<file path="config.mk">
export PLATFORM = sky130hd
export DESIGN_NAME = real_mode_address_fault_logic
export DESIGN_NICKNAME = d
export VERILOG_FILES = /design/src/hw/real_mode_pkg.sv /design/src/hw/real_mode_address_fault_logic.sv
export SDC_FILE = /design/constraint.sdc
export NUM_CORES = 1
export LEC_CHECK = 0
export CORE_ASPECT_RATIO = 0.9
export CORE_UTILIZATION = 46
export DETAILED_ROUTE_END_ITERATION = 10
export DONT_BUFFER_PORTS = 1
export PLACE_DENSITY = 0.6
export SYNTH_ARGS = -nofsm -noshare
export SYNTH_HDL_FRONTEND = slang
export SYNTH_SLANG_ARGS = --single-unit
</file>
<file path="constraint.sdc">
create_clock -name clk_sys -period 5.4 [get_ports clk_sys]
set_clock_uncertainty 0.05 [all_clocks]
set_input_delay 0.81 -clock clk_sys [delete_from_list [all_inputs] [get_ports clk_sys]]
set_output_delay 0.81 -clock clk_sys [all_outputs]
set_load 0.005 [all_outputs]
</file>
<file path="src/hw/real_mode_pkg.sv">
// Purpose: Shared constants and types of the real-mode address/fault unit
// Assumes: 32-bit APB register bus, byte offsets
// Notes:   All figures of the unit are named here
package real_mode_pkg;

    // ==========
    // Register map (byte offsets)
    localparam logic [11:0] off_idt_limit   = 12'h000;
    localparam logic [11:0] off_status      = 12'h004;
    localparam logic [11:0] off_fault_info  = 12'h008;

    // ==========
    // Reset values and field positions
    localparam logic [15:0] idt_limit_rst   = 16'h03ff;
    localparam int          st_lsb          = 0;
    localparam int          far_done_bit    = 2;
    localparam int          real_mode_bit   = 3;
    localparam int          count_lsb       = 8;

    // ==========
    // Addressing figures
    localparam logic [31:0] seg_last_offset = 32'h0000ffff;
    localparam logic [31:0] phys_max        = 32'h0010ffef;
    localparam int          seg_shift       = 4;
    localparam int          vec_shift       = 2;
    localparam logic [31:0] vec_area_last   = 32'h000003ff;
    localparam logic [17:0] low_line_mask   = 18'h3ffff;
    localparam logic [11:0] high_lines_set  = 12'hfff;
    localparam logic [11:0] high_lines_clr  = 12'h000;

    // ==========
    // Exception vectors raised in this mode
    localparam logic [7:0]  vec_lock        = 8'h06;
    localparam logic [7:0]  vec_limit       = 8'h08;
    localparam logic [7:0]  vec_stack       = 8'h0c;
    localparam logic [7:0]  vec_overrun     = 8'h0d;

    // ==========
    // Shutdown exit thresholds
    localparam logic [15:0] nmi_limit_min   = 16'h0017;
    localparam logic [15:0] nmi_sp_floor    = 16'h0005;

    // ==========
    // Types
    typedef enum logic [1:0]
    {
        st_run      = 2'b00,
        st_halt     = 2'b01,
        st_shutdown = 2'b10
    } cpu_state_e;

    typedef enum logic [1:0]
    {
        kind_code  = 2'b00,
        kind_data  = 2'b01,
        kind_stack = 2'b10
    } access_kind_e;

    typedef enum logic [3:0]
    {
        cls_other   = 4'h0,
        cls_bit_op  = 4'h1,
        cls_exchange_operation    = 4'h2,
        cls_and     = 4'h3,
        cls_sub     = 4'h4,
        cls_xor     = 4'h5,
        cls_not     = 4'h6,
        cls_neg     = 4'h7,
        cls_inc     = 4'h8,
        cls_dec     = 4'h9
    } instr_class_e;

endpackage

</file>
<file path="src/hw/real_mode_address_fault_logic.sv">
// Purpose: Real-mode address forming, limit checks, lock check, halt and
//          shutdown control, with an APB register file
// Assumes: All request inputs are one-cycle pulses synchronous to clk_sys
// Notes:   Only vectors 6, 8, 12 and 13 can ever be raised here
`timescale 1ns/100ps

module real_mode_address_fault_logic
(
    // Clock and reset
    input  wire logic        clk_sys,
    input  wire logic        reset,
    // APB slave
    input  wire logic [11:0] paddr,
    input  wire logic        psel,
    input  wire logic        penable,
    input  wire logic        pwrite,
    input  wire logic [31:0] pwdata,
    output logic      [31:0] prdata,
    output logic             pready,
    output logic             pslverr,
    // Memory access requests
    input  wire logic        acc_valid,
    input  wire logic [1:0]  acc_kind,
    input  wire logic [15:0] acc_seg,
    input  wire logic [31:0] acc_offset,
    input  wire logic [1:0]  acc_len_m1,
    input  wire logic        acc_push,
    input  wire logic [15:0] stack_pointer,
    input  wire logic        far_transfer,
    // Instruction decode
    input  wire logic        instr_valid,
    input  wire logic [3:0]  instr_class,
    input  wire logic        instr_mem_dest,
    input  wire logic        instr_rep,
    input  wire logic        lock_prefix,
    input  wire logic        size_override,
    // Interrupts and halt
    input  wire logic        int_valid,
    input  wire logic [7:0]  int_vector,
    input  wire logic        halt_instruction,
    input  wire logic        nmi,
    input  wire logic        maskable_interrupt_input,
    input  wire logic        if_flag,
    // Status and results
    output logic             real_mode,
    output logic             paging_enable,
    output logic             op_size_32,
    output logic      [31:0] phys_addr,
    output logic      [29:0] addr_lines,
    output logic             fault_valid,
    output logic      [7:0]  fault_vector,
    output logic             fault_ret_before,
    output logic      [31:0] vector_addr,
    output logic             vector_fetch,
    output logic             halted,
    output logic             shutdown,
    output logic             bus_hold,
    output logic             resume_next
);

    // ==========
    // State
    typedef struct packed
    {
        real_mode_pkg::cpu_state_e st;
        logic                      far_done;
        logic [15:0]               idt_limit;
        logic [7:0]                fault_count;
        logic [7:0]                last_vector;
        logic [31:0]               phys;
        logic [29:0]               lines;
        logic                      fault_valid;
        logic [7:0]                fault_vector;
        logic                      ret_before;
        logic [31:0]               vec_addr;
        logic                      vec_fetch;
        logic                      resume;
        logic                      op32;
        logic [31:0]               prdata;
    } state_s;

    state_s s_q;
    state_s s_d;

    // ==========
    // Functions
    function automatic logic past_limit(input logic [31:0] offs,
                                        input logic [1:0]  len_m1);
        logic [32:0] last;
        last = {1'b0, offs} + {31'h0, len_m1};
        past_limit = last > {1'b0, real_mode_pkg::seg_last_offset};
    endfunction

    function automatic logic vec_beyond(input logic [7:0]  vec,
                                        input logic [15:0] limit);
        logic [17:0] top;
        top = {vec, 2'h3} + 18'h0;
        vec_beyond = top > {2'h0, limit};
    endfunction

    // Mask keeps a fetch inside the vector area
    function automatic logic [31:0] vec_location(input logic [7:0] vec);
        vec_location = {22'h0, vec, 2'h0} & real_mode_pkg::vec_area_last;
    endfunction

    function automatic logic lock_legal(input logic [3:0] cls,
                                        input logic       mem_dest,
                                        input logic       rep);
        logic listed;
        listed = 1'b0;
        case (cls)
            real_mode_pkg::cls_bit_op, real_mode_pkg::cls_exchange_operation,
            real_mode_pkg::cls_and, real_mode_pkg::cls_sub,
            real_mode_pkg::cls_xor, real_mode_pkg::cls_not,
            real_mode_pkg::cls_neg, real_mode_pkg::cls_inc,
            real_mode_pkg::cls_dec:
                listed = 1'b1;
            default:
                listed = 1'b0;
        endcase
        lock_legal = listed && mem_dest && !rep;
    endfunction

    // ==========
    // Bus decode
    logic        setup_phase;
    logic        mapped;
    logic [31:0] phys_calc;
    logic [31:0] status_word;
    logic [31:0] fault_word;
    logic        stack_wrap;
    logic        overrun;
    logic        lock_fault;
    logic [7:0]  raise_vec;
    logic        raise;

    always_comb
    begin
        setup_phase = psel && !penable;
        mapped      = (paddr == real_mode_pkg::off_idt_limit) ||
                      (paddr == real_mode_pkg::off_status)    ||
                      (paddr == real_mode_pkg::off_fault_info);
        // No wait states: every access ends in two cycles, setup and access
        pready      = 1'b1;
        pslverr     = psel && penable && !mapped;
    end

    // ==========
    // Fault detection
    always_comb
    begin
        phys_calc  = {12'h0, acc_seg, 4'h0} + acc_offset;
        overrun    = acc_valid && past_limit(acc_offset, acc_len_m1);
        // An odd pointer below the push size wraps mid-word
        stack_wrap = acc_valid && acc_push &&
                     (acc_kind == real_mode_pkg::kind_stack) &&
                     stack_pointer[0] &&
                     (stack_pointer <= {14'h0, acc_len_m1});
        // Privilege level is deliberately not an input here
        lock_fault = instr_valid && lock_prefix &&
                     !lock_legal(instr_class, instr_mem_dest,
                                 instr_rep);
        raise      = 1'b0;
        raise_vec  = real_mode_pkg::vec_overrun;
        if (lock_fault)
        begin
            raise     = 1'b1;
            raise_vec = real_mode_pkg::vec_lock;
        end
        else if (overrun && acc_kind == real_mode_pkg::kind_stack)
        begin
            raise     = 1'b1;
            raise_vec = real_mode_pkg::vec_stack;
        end
        else if (overrun)
        begin
            raise     = 1'b1;
            raise_vec = real_mode_pkg::vec_overrun;
        end
        else if (int_valid && vec_beyond(int_vector, s_q.idt_limit))
        begin
            raise     = 1'b1;
            raise_vec = real_mode_pkg::vec_limit;
        end
    end

    // ==========
    // Register views
    always_comb
    begin
        // Read-only views; writes to them are dropped
        status_word = 32'h0;
        status_word[real_mode_pkg::st_lsb +: 2]    = s_q.st;
        status_word[real_mode_pkg::far_done_bit]   = s_q.far_done;
        status_word[real_mode_pkg::real_mode_bit]  = 1'b1;
        status_word[real_mode_pkg::count_lsb +: 8] = s_q.fault_count;
        fault_word  = {23'h0, s_q.ret_before, s_q.last_vector};
    end

    // ==========
    // Next state
    always_comb
    begin
        s_d             = s_q;
        s_d.fault_valid = 1'b0;
        s_d.vec_fetch   = 1'b0;
        s_d.resume      = 1'b0;
        // Size lags the prefix by one cycle, like the other flops
        s_d.op32        = size_override;

        // Register file
        if (setup_phase)
        begin
            s_d.prdata = 32'h0;
            if (!pwrite && paddr == real_mode_pkg::off_idt_limit)
            begin
                s_d.prdata = {16'h0, s_q.idt_limit};
            end
            else if (!pwrite && paddr == real_mode_pkg::off_status)
            begin
                s_d.prdata = status_word;
            end
            else if (!pwrite && paddr == real_mode_pkg::off_fault_info)
            begin
                s_d.prdata = fault_word;
            end
        end
        if (psel && penable && pwrite &&
            paddr == real_mode_pkg::off_idt_limit)
        begin
            s_d.idt_limit = pwdata[15:0];
        end

        case (s_q.st)
            real_mode_pkg::st_run:
            begin
                if (acc_valid)
                begin
                    s_d.phys = phys_calc;
                    // Upper lines float high on code cycles until a far
                    // transfer, as after reset
                    s_d.lines = {((acc_kind == real_mode_pkg::kind_code) &&
                                  !s_q.far_done) ?
                                 real_mode_pkg::high_lines_set :
                                 real_mode_pkg::high_lines_clr,
                                 phys_calc[19:2] &
                                 real_mode_pkg::low_line_mask};
                end
                if (far_transfer)
                begin
                    s_d.far_done = 1'b1;
                end
                if (stack_wrap)
                begin
                    s_d.st = real_mode_pkg::st_shutdown;
                end
                else if (raise &&
                         (raise_vec == real_mode_pkg::vec_limit ||
                          raise_vec == real_mode_pkg::vec_overrun) &&
                         vec_beyond(raise_vec, s_q.idt_limit))
                begin
                    s_d.st = real_mode_pkg::st_shutdown;
                end
                else if (raise)
                begin
                    // Only 6, 8, 12, 13 reach this point
                    s_d.fault_valid  = 1'b1;
                    s_d.fault_vector = raise_vec;
                    s_d.ret_before   = 1'b1;
                    s_d.last_vector  = raise_vec;
                    s_d.fault_count  = s_q.fault_count + 8'h01;
                    s_d.vec_addr     = vec_location(raise_vec);
                    s_d.vec_fetch    = 1'b1;
                end
                else if (int_valid)
                begin
                    s_d.vec_addr  = vec_location(int_vector);
                    s_d.vec_fetch = 1'b1;
                end
                else if (halt_instruction)
                begin
                    s_d.st = real_mode_pkg::st_halt;
                end
            end
            real_mode_pkg::st_halt:
            begin
                if (nmi || (maskable_interrupt_input && if_flag))
                begin
                    s_d.st         = real_mode_pkg::st_run;
                    s_d.resume     = 1'b1;
                    s_d.ret_before = 1'b0;
                end
            end
            real_mode_pkg::st_shutdown:
            begin
                if (nmi && s_q.idt_limit >= real_mode_pkg::nmi_limit_min &&
                    stack_pointer > real_mode_pkg::nmi_sp_floor)
                begin
                    s_d.st     = real_mode_pkg::st_run;
                    s_d.resume = 1'b1;
                end
            end
            default:
            begin
                s_d.st = real_mode_pkg::st_run;
            end
        endcase
    end

    // ==========
    // State register
    always_ff @(posedge clk_sys or posedge reset)
    begin
        if (reset)
        begin
            s_q <= '{st        : real_mode_pkg::st_run,
                     idt_limit : real_mode_pkg::idt_limit_rst,
                     // Every other field starts cleared
                     default   : '0};
        end
        else
        begin
            s_q <= s_d;
        end
    end

    // ==========
    // Outputs
    always_comb
    begin
        real_mode        = 1'b1;
        paging_enable    = 1'b0;
        op_size_32       = s_q.op32;
        phys_addr        = s_q.phys;
        addr_lines       = s_q.lines;
        fault_valid      = s_q.fault_valid;
        fault_vector     = s_q.fault_vector;
        fault_ret_before = s_q.ret_before;
        vector_addr      = s_q.vec_addr;
        vector_fetch     = s_q.vec_fetch;
        halted           = (s_q.st == real_mode_pkg::st_halt);
        shutdown         = (s_q.st == real_mode_pkg::st_shutdown);
        bus_hold         = halted || shutdown;
        resume_next      = s_q.resume;
        prdata           = s_q.prdata;
    end

endmodule

</file>
Word-level counts from Yosys, hierarchy flattened --
Memories as Yosys holds them, arrays and structs flattened. Index checks and enable logic that the tools add are counted.
Cells by class: reductions and logical operators 47, order comparisons 6, equal/unequal tests 15, bitwise operators 2, add/sub/neg operators 3, muxes and demuxes 32
Operators with widths (count):
- $mux W43 | 2
- $mux W33 | 2
- $add A32 B2 Y33 | 1
- $gt A33 B16 Y1 const B | 1
- $add A20 B32 Y32 | 1
- $mux W32 | 1
- $logic_and A1 B1 Y1 | 25
- $mux W9 | 2
- $ge A16 B5 Y1 const B | 1
- $gt A10 B16 Y1 | 1
- $gt A16 B3 Y1 const B | 1
- $gt A6 B16 Y1 | 1
- $le A16 B2 Y1 | 1
- $mux W16 | 1
- $mux W2 | 7
- $eq A12 B3 Y1 const B | 1
- $eq A12 B4 Y1 const B | 1
- $logic_not A12 Y1 | 1
- $mux W12 | 1
- $ne A4 B4 Y1 const B | 3
- $mux W10 | 1
- $reduce_and A5 Y1 | 2
- $mux W3 | 3
- $add A8 B1 Y8 const B | 1
- 16 further kinds | 43
Word-level totals: ROM bits 16, memories kept 1, input bits 142, register bits after elaboration 162, logic and storage cells 120
Memory list:
- (name not given) | depth 16, width 1, read ports 1, clocked after Yosys merged registers in 0, write ports 0, RTL line real_mode_address_fault_logic.sv:111 | case (cls)

Longest topological paths before layout --
Gate-level depths: netlist of the first run.
depth after elaboration 13, gate-level depth with buffers 24

Worst setup path after synthesis of the first run --
OpenSTA, ideal clock, no wires.
path kind input to register, from input port acc_offset[0], to register s_q, in the netlist vector_addr[2], setup time 125 ps, stages 20, arrival 5002 ps, data required time 5225 ps, setup slack 222 ps, cells stage by stage ha_1 -> fa_1 -> nand4_1 -> nor4_2 -> nand3_1 -> nor4b_1 -> nor2_1 -> o41ai_4 -> nand2_2 -> or2_2 -> ha_1 -> o21ai_0 -> nand2b_1 -> a21oi_1 -> or4_1 -> or2_2 -> mux2_4 -> o211ai_4 -> inv_4 -> mux2_4
Between the ends: cells in the longest elaborated chain, start to end 12, elaborated cells on any way between the ends 20, those cells by class add/sub: 1; order compare: 2; eq/ne: 2; mux: 7; bitwise: 1; reduce/logical: 7
RTL lines:
- start: declaration | RTL line real_mode_address_fault_logic.sv:25 | input wire logic [31:0] acc_offset,
- $add A32 B2 Y33 (*) | RTL line real_mode_address_fault_logic.sv:90 | last = {1'b0, offs} + {31'h0, len_m1};
- $gt A33 B16 Y1 (*) | RTL line real_mode_address_fault_logic.sv:91 | past_limit = last > {1'b0, real_mode_pkg::seg_last_offset};
- $logic_and A1 B1 Y1 (*) | RTL line real_mode_address_fault_logic.sv:153 | overrun = acc_valid && past_limit(acc_offset, acc_len_m1);
- $mux W3 or $logic_and A1 B1 Y1 (tied branches) | RTL line real_mode_address_fault_logic.sv:175, real_mode_address_fault_logic.sv:170
- $mux W3 (*) | RTL line real_mode_address_fault_logic.sv:170 | else if (overrun && acc_kind == real_mode_pkg::kind_stack)
- $mux W4 (*) | RTL line real_mode_address_fault_logic.sv:165 | if (lock_fault)
- net raise_vec[2] | RTL line real_mode_address_fault_logic.sv:134 | logic [7:0] raise_vec;
- parallel branches: the longest is 3 deep, another holds $gt A6 B16 Y1
- $logic_and A1 B1 Y1 (*) | RTL line real_mode_address_fault_logic.sv:259 | raise_vec == real_mode_pkg::vec_overrun) &&
- $not A1 Y1 (no source line) (*)
- $reduce_and A4 Y1 (no source line) (*)
- end signal: assignment | RTL line real_mode_address_fault_logic.sv:316 | s_q <= '{st : real_mode_pkg::st_run,
- end: declaration | RTL line real_mode_address_fault_logic.sv:82 | state_s s_q;
Mark *: on every way through the listed nets, which the timed path passes. A chain may end at the register's enable or synchronous reset.

Worst setup path in the final report of the first run --
from input port acc_offset[3], to register s_q, in the netlist vector_addr[2]
The elaborated chain is that of the path after synthesis.

==> impl_metrics.ini, run 1 <==
[final_layout]
finalNonFillerCells = 886
antenna_cells = 0
syn2layout_area_growth_pct = -4.041
nNetsFinal = 868
multi_input_area_um2 = 3460
nFillCells = 1403
stdcell_area_um2 = 6566
seq_area_um2 = 2340
drive_above_1_share_pct = 11.54

[timing]
hold_viol = 0
clock.fmax_ghz = 0.1983
slew_violations = 0
rsz0062_at_grt = no
finalCritPeriodShare_pct = 93.38
fin_ws_ns = 0.3575
worst_pin_slew_ns = 1.022
slew-limit-headroom_pct = 31.70
finalSetupViolations = 0
finalCriticalPeriod_ns = 5.043
hold_ws_ns = 0.3687

[floorplan]
die_area_um2 = 15370
die_w_um = 130.6
coreArea_um2 = 14260
ioPinCount = 288
rows = 41
start_util_pct = 47.98
fp.dieH_um = 117.7

[synthesis]
syn_avg_cell_area_um2 = 8.795
synth_edf_count = 0
syn_inst = 778
synth_top_area_cell = dfrtp_1
synthesis.area_um2 = 6843
ys_seq_area_share_pct = 34.19
ys_top_cells_by_area = dfrtp_1 (30%), buf_4 (15%), ha_1 (6.6%)
yosys_register_bits = 93
synth_warnings = 0
async_reset_ff_share_pct = 100.0
synth_flop_cell = dfrtp_1
yosysMostFrequentCell = buf_4
synth_top_area_share_pct = 30.35
synth_cell_types = 66
synth_common_cells = buf_4 (138), nand2_1 (94), dfrtp_1 (83)

[setup_path]
cp.arrival_ns = 5.23
crit_path_max_fanout = 9
cpMaxStageDelayCell = or4_1
critPathCaptureType = register
startpoint_type = primary input
reg2reg_depth = 19
crit_chain = nand4_1 > or4_1 > nor4_2 > nand3b_1 > nand2_1 > nand4_1 > o41ai_4 > buf_4 > nand2_2 > or2_2 > ha_1 > o21ai_0 > nand2b_1 > a21oi_1 > or4_1 > or2_2 > mux2_4 > o211ai_4 > inv_4 > mux2_4
critPathRequiredTime_ns = 5.58
max_stage_delay_ns = 0.61
critical_path_class = primary input to register

[grt]
grt_pass1_wl_um = 25420
overflow = 0
track_usage_pct = 21.75
antenna_found_initial = 0
grt_pass1_vias = 4498
grt_max_degree = 61

[placed_design]
post_dp_cell_area_um2 = 6251
port_buffers = 0
dp_hpwl_um = 13180
routabilityCongestion = 0.8694
placed_cells = 870
dp_worst_setup_slack_ns = -0.06237

[routing]
drtIter0Drc = 355
ant_nets = 0
via_count = 4902
drc = 0
wire_per_inst_um = 18.72
vias_per_cell = 5.533
drtPass1Iterations = 5
wl_um = 16590

[clock_network]
clockBufferDepth = 2
postCtsSetupRepairBufs = 0
h-tree-depth = 3
clk_latency_ns = 0.35
cts_root_buf = clkbuf_16
path_clk_slew_ns = 0.07
cts_made_buffers = 9
cts.sinks = 93
cts_tree = built

[min_path]
hold_class = primary input to async pin

[power]
powerDensity_nw_per_um2 = 345.3
vdd_drop_max_v = 0.0001696
finalPower_mw = 2.267
p_leak_nw = 2.903

[flow_run]
maxCapViolations = 0

[outcome]
status = completed
power breakdown:
group / internal (mW) / leakage [nW] / switching, mW / total [mW]
Combinational: 0.218 / 1.60 / 0.288 / 0.507
Sequential: 0.884 / 1.16 / 0.214 / 1.10
Clock: 0.374 / 0.145 / 0.288 / 0.663
Total: 1.48 / 2.90 / 0.791 / 2.27
worst max-delay path, delay by kind of cell:
kind                     cells  cell delay, ns
AO/OA/AOI/OAI                4            0.51
adder cells (fa/ha/maj)      1            0.30
buffers and inverters        2            0.28
multiplexers                 2            0.58
AND/OR/NAND/NOR             11            2.74
cell families (layout without fill, tap and decap cells):
| logic type | Yosys count | after routing | share of synthesized area (%) |
|---|---|---|---|
| AOI/OAI and AO/OA | 147 | 147 | 13.79 |
| muxes | 21 | 21 | 3.511 |
| adders and majority gates | 38 | 38 | 7.168 |
| and+or+nand+nor | 255 | 255 | 18.94 |
| xor gates and xnor gates | 33 | 33 | 4.224 |
| other | 2 | 47 | 0.1098 |
| buffers and inverters | 189 | 59 | 18.07 |
| DFF | 93 | 93 | 34.19 |
layout make-up:
cell class / instances / area share (%)
clock buffers: 10 / 3.639
clock inverters: 6 / 1.029
inverters: 29 / 1.734
multi-input cells: 541 / 52.69
flip-flops and latches: 93 / 35.63
well taps: 193 / 3.678
repair buffers: 14 / 1.601
layout by cell type (no fill, tap or decap), types with 3 or more instances in the layout:
master,n
a21o_1,7
a21oi_1,21
a222oi_1,4
a22o_1,5
a22oi_1,8
a31oi_1,6
and2_1,4
and3_1,9
buf_4,14
clkbuf_16,9
conb_1,47
dfrtp_1,83
dfstp_2,10
ha_1,36
inv_1,27
mux2_2,16
mux2i_1,3
nand2_1,93
nand2b_1,10
nand3_1,25
nand4_1,16
nand4b_1,4
nor2_1,32
nor2b_1,7
nor3_1,13
nor3b_1,3
nor4_1,8
o21a_1,5
o21ai_0,68
or2_2,6
or3_1,3
or4_1,7
xnor2_1,18
xor2_1,15
final timing paths:
check                              start        endpoint  slack [ns]
hold reg to reg                 s_q[154]        s_q[154]        0.43
setup / recovery           acc_offset[3]  vector_addr[2]        0.36
max in group asynchronous          reset   phys_addr[10]        3.87
hold / removal                     reset       prdata[0]        0.37
setup reg to reg                s_q[158]  vector_addr[2]        0.85
min in group clk_sys            s_q[154]        s_q[154]        0.43
metal layers:
layer  share of wire [%]  global-route usage [%]  vias to the layer above
met1                  44                   29.65                     2301
met2                  44                   31.91                      232
met3                  11                   8.318                       19
met4                 1.5                   5.747                        0
li1                    -                       -                     2350
met5                   0                       0                        -
sequential cells by signal, summed over array words and instances (netlist names), 4 cells and up:
name / cells
fault_vector: 4
phys_addr: 32
prdata: 16
s_q: 27
vector_addr: 8
stage by stage:
| step | TNS (ns) | utilization (%) |
|---|---|---|
| after floorplan | 0 | - |
| after global placement | 0 | 43.83 |
| after detailed placement | -0.1465 | 43.83 |
| after CTS | 0 | 45.98 |
| after global routing | 0 | 46.04 |
| final | 0 | 46.04 |
timing repair:
item | 4_1_cts | 5_1_grt
resized for setup | 0 | 1
hold endpoints to repair | 0 | 0
hold buffers | 0 | 0
setup endpoints to repair | 0 | 4
Power figures use the tool's default switching activity.
==> inputs of run 2 (changes only) <==
Settings changed: CORE_UTILIZATION 46 to 54, PLACE_DENSITY 0.6 to 0.68.
==> impl_metrics.ini, run 2 (same netlist as run 1, synthesis figures left out) <==
[flow_run]
maxCapViolations = 0

[power]
p_sw_mw = 0.8204
swShare_pct = 35.76
comb_power_share_pct = 22.5
p_leak_nw = 2.933
finalPower_mw = 2.294
p_int_mw = 1.474
p_seq_share_pct = 47.9
powerDensity_nw_per_um2 = 347.0
pwr-share-clk_pct = 29.6
vdd_drop_max_v = 0.0001831

[grt]
antenna_found_initial = 1
use_met3_pct = 9.362
overflow = 0
track_usage_pct = 24.77
grt_max_degree = 61
grt_pass1_wl_um = 24810
top_usage_layer = met2
grt_util_met1_pct = 32.26
use_met2_pct = 38.55
grt_pass1_vias = 4676

[routing]
wl_um = 16380
vias_per_cell = 5.880
drtIter0Drc = 402
drtPass1Iterations = 7
ant_nets = 0
wire_per_inst_um = 19.14
via_count = 5033
drc = 0

[clock_network]
cts_made_buffers = 9
cts.sinks = 93
clk_latency_ns = 0.35
h-tree-depth = 3
cts_tree = built
path_clk_slew_ns = 0.08
cts_root_buf = clkbuf_16
clockBufferDepth = 2
postCtsHoldBufs = 0

[setup_path]
r2r_setup_slack_ns = 0.85
reg2reg_from = s_q[158]
cp_top_family = simple AND/OR/NAND/NOR gates
critical_path_class = primary input to register
cp.arrival_ns = 5.32
max_stage_delay_ns = 0.44
reg2reg_depth = 19
critPathRequiredTime_ns = 5.59
startpoint_type = primary input
critPathCaptureType = register
crit_chain = ha_2 > fa_2 > nand4_1 > nor4_4 > and3_1 > a21oi_1 > a311oi_2 > nand4_1 > o41ai_4 > buf_12 > nand2_2 > or2_4 > ha_4 > o21ai_0 > nand2b_1 > a21oi_1 > or4_4 > or2_2 > mux2_4 > o211ai_4 > inv_4 > mux2_4
cpMaxStageDelayCell = nor4_4
path_buf_inv = 2
crit_path_max_fanout = 6
timing.rr.end = vector_addr[2]

[timing]
slew_violations = 0
hold_ws_ns = 0.2943
worst_pin_slew_ns = 0.9664
clock.fmax_ghz = 0.1949
setup_tns_ns = 0
fin_ws_ns = 0.2692
finalSetupViolations = 0
finalCritPeriodShare_pct = 95.02
finalCriticalPeriod_ns = 5.131
hold_viol = 0
slew-limit-headroom_pct = 35.34

[placed_design]
routabilityCongestion = 0.9076
port_buffers = 0
post_dp_cell_area_um2 = 6216
placed_cells = 837
dp_hpwl_um = 12800
dp_worst_setup_slack_ns = -0.06019

[floorplan]
fp.dieH_um = 108.8
ioPinCount = 288
coreArea_um2 = 12220
start_util_pct = 56.00
rows = 38
die_area_um2 = 13130
die_w_um = 120.7

[min_path]
hold_class = primary input to async pin

[final_layout]
nFillCells = 1099
antenna_cells = 0
largest_reg_flops = 32
stdcell_area_um2 = 6611
utilization_pct = 54.11
nNetsFinal = 871
syn2layout_area_growth_pct = -3.383
finalNonFillerCells = 856
final_common_cell = nand2_1
mostFrequentLayoutCells = nand2_1 (93), dfrtp_1 (83), o21ai_0 (67)
drive_above_1_share_pct = 12.93

[outcome]
status = completed
## run 2: cell count changes in the layout (fill, tap and decap cells not counted), sizes merged
cell	before	now
clkinv	1	2
inv	31	32
clkbuf	10	9
buf	14	17
clkinvlp	2	1
## run 2: how the worst max path moves through the flow
stage | start | to | slack [ns] | cells past startpoint
2_1_floorplan | acc_offset[0] | vector_addr[2] | 0.22 | 20
3_3_place_gp | acc_offset[0] | vector_addr[2] | 0.03 | 21
3_5_place_dp | acc_offset[0] | vector_addr[2] | -0.06 | 20
4_1_cts | acc_offset[0] | vector_addr[2] | 0.30 | 21
5_1_grt | acc_offset[0] | vector_addr[3] | -0.01 | 23
6_report | acc_offset[0] | vector_addr[2] | 0.27 | 22
## run 2: what timing repair did
action,CTS,global route
resized for setup,0,11
buffers inserted,0,3
endpoints found under the setup margin,0,23
## run 2: layout make-up
class,count,area (µm²),area share [%]
flip-flops and latches,93,2340,35.39
inverters,29,113.9,1.722
well taps,160,200.2,3.028
clock buffers,9,225.2,3.407
clock inverters,7,91.34,1.382
multi-input cells,541,3501,52.95
repair buffers,17,140.1,2.120
## run 2: per-layer routing
metal | routed length, µm | share of wire [%] | up-vias
met5 | 13 | 0.079 | -
met4 | 233 | 1.4 | 2
met3 | 1579 | 9.6 | 23
met2 | 7532 | 46 | 268
met1 | 7021 | 43 | 2384
li1 | - | - | 2356
## run 2: power by group through the flow
stage	Clock, mW	Combinational, mW	Sequential, mW
finish	0.679	0.516	1.10
global route	0.717	0.594	1.13
CTS	0.694	0.511	1.10
detailed placement	0	0.509	1.11
global placement	0	0.484	1.10
floorplan	0	0.755	1.00
==> inputs of run 3 (changes only) <==
Settings changed: ABC_AREA set to 1.
==> impl_metrics.ini, run 3 <==
[timing]
worst_pin_slew_ns = 1.165
finalCriticalPeriod_ns = 4.688
slew_violations = 0
setup_tns_ns = 0
finalCritPeriodShare_pct = 86.82
hold_viol = 0
fin_ws_ns = 0.7115
rsz0062_at_grt = no
hold_ws_ns = 0.4115
slew-limit-headroom_pct = 22.03
clock.fmax_ghz = 0.2133
finalSetupViolations = 0

[setup_path]
critPathCaptureType = register
startpoint_type = primary input
critPathRequiredTime_ns = 5.59
cp.arrival_ns = 4.88
cpMaxStageDelayCell = nand4_1
cp_common_cell = nand2_1
max_stage_delay_ns = 0.37
crit_path_max_fanout = 11
critical_path_class = primary input to register

[synthesis]
syn_inst = 991
ys_top_cells_by_area = dfrtp_1 (28%), buf_4 (14%), nand2_1 (14%)
yosys_register_bits = 93
synth_top_area_cell = dfrtp_1
synth_flop_cell = dfrtp_1
synth_common_cells = nand2_1 (269), buf_4 (137), dfrtp_1 (83), inv_1 (83), nor2_1 (82)
syn_avg_cell_area_um2 = 7.491
async_reset_ff_share_pct = 100.0
yosysMostFrequentCell = nand2_1
synth_top_area_share_pct = 27.98
synthesis.area_um2 = 7423
synth_edf_count = 0
ys_seq_area_share_pct = 31.52
synth_cell_types = 53
synth_warnings = 0

[clock_network]
path_clk_slew_ns = 0.07
clk_latency_ns = 0.35
cts.sinks = 93
cts_resized = 0
clockBufferDepth = 2
cts_root_buf = clkbuf_16
cts_made_buffers = 9
h-tree-depth = 3
postCtsSetupRepairBufs = 0
cts_tree = built
postCtsHoldBufs = 0

[routing]
drtIter0Drc = 395
wire_per_inst_um = 15.87
via_count = 5610
ant_nets = 0
vias_per_cell = 5.243
drtPass1Iterations = 9
drc = 20
wl_um = 16980

[final_layout]
drive_above_1_share_pct = 9.645
utilization_pct = 52.87
antenna_cells = 0
syn2layout_area_growth_pct = -4.837
final_common_cell = nand2_1
largest_reg_flops = 32
mostFrequentLayoutCells = nand2_1 (268), dfrtp_1 (83), nor2_1 (82), inv_1 (82), conb_1 (47)
nNetsFinal = 1077

[floorplan]
start_util_pct = 55.55
rows = 40
fp.dieH_um = 113.2
die_area_um2 = 14220
ioPinCount = 288
coreArea_um2 = 13360
die_w_um = 125.6

[power]
p_leak_nw = 3.454
powerDensity_nw_per_um2 = 337.4
vdd_drop_max_v = 0.0001993

[placed_design]
port_buffers = 0
dp_worst_setup_slack_ns = 0.4791
dp_hpwl_um = 13570
routabilityCongestion = 0.8999

[grt]
grt_pass1_wl_um = 26910
overflow = 0
track_usage_pct = 24.40
grt_max_degree = 60
antenna_found_initial = 0
grt_pass1_vias = 5078

[flow_run]
maxCapViolations = 0

[outcome]
violations = DRC
status = finished, violations left

[min_path]
hold_class = primary input to async pin
-- run 3: power breakdown --
part,total (mW),internal [mW],switching [mW]
combinational,0.555,0.199,0.356
clock,0.744,0.458,0.286
sequential,1.09,0.884,0.201
-- run 3: final timing paths --
kind	cells after the start	slack (ns)	startpoint	to
worst max-delay path	28	0.71	acc_offset[0]	vector_addr[2]
worst min-delay path	1	0.41	reset	phys_addr[6]
worst max register to register	18	1.62	s_q[160]	vector_addr[2]
worst min register to register	1	0.43	s_q[171]	addr_lines[28]
max in group asynchronous	2	3.91	reset	s_q[163]
min in group clk_sys	1	0.43	s_q[171]	addr_lines[28]
-- run 3: critical path: cells and delay by family --
kind	cells	cell delay (ns)
adder cells (fa/ha/maj)	3	0.67
AND/OR/NAND/NOR	18	2.28
AO/OA/AOI/OAI	4	0.82
buffers and inverters	3	0.27
-- run 3: through the flow --
stage | area [µm²] | total power [mW] | std cells
floorplan | 7592 | 1.827 | 1036
global placement | 6718 | 1.644 | 1054
detailed placement | 6718 | 1.653 | 1054
CTS | 7064 | 2.408 | 1070
global route | 7064 | 2.550 | 1070
finish | 7064 | 2.384 | 1070
-- run 3: metal layers --
layer | vias up | GRT usage [%] | share of wire (%)
li1 | 2850 | - | -
met1 | 2525 | 34.98 | 48
met2 | 217 | 36.07 | 42
met3 | 18 | 6.572 | 8.4
met4 | 0 | 6.504 | 1.8
met5 | - | 0 | 0
-- run 3: cell families after synthesis --
group,Yosys count,synth area share [%]
AND/OR/NAND/NOR,460,27.24
buffers and inverters,237,19.13
AO/OA/AOI/OAI,117,9.675
flip-flops,93,31.52
adder cells (fa/ha/maj),38,6.607
XOR/XNOR,28,3.303
multiplexers,16,2.427
other,2,0.1012
-- run 3: final cells by class --
| type | instances | area (µm²) |
|---|---|---|
| fill | 1298 | 6299 |
| multi-input combinational | 706 | 3835 |
| sequential | 93 | 2340 |
| inverter | 86 | 325.3 |
| clock buffer | 10 | 229.0 |
| tap | 168 | 210.2 |
| clock inverter | 6 | 117.6 |
| timing repair buffer | 1 | 7.507 |
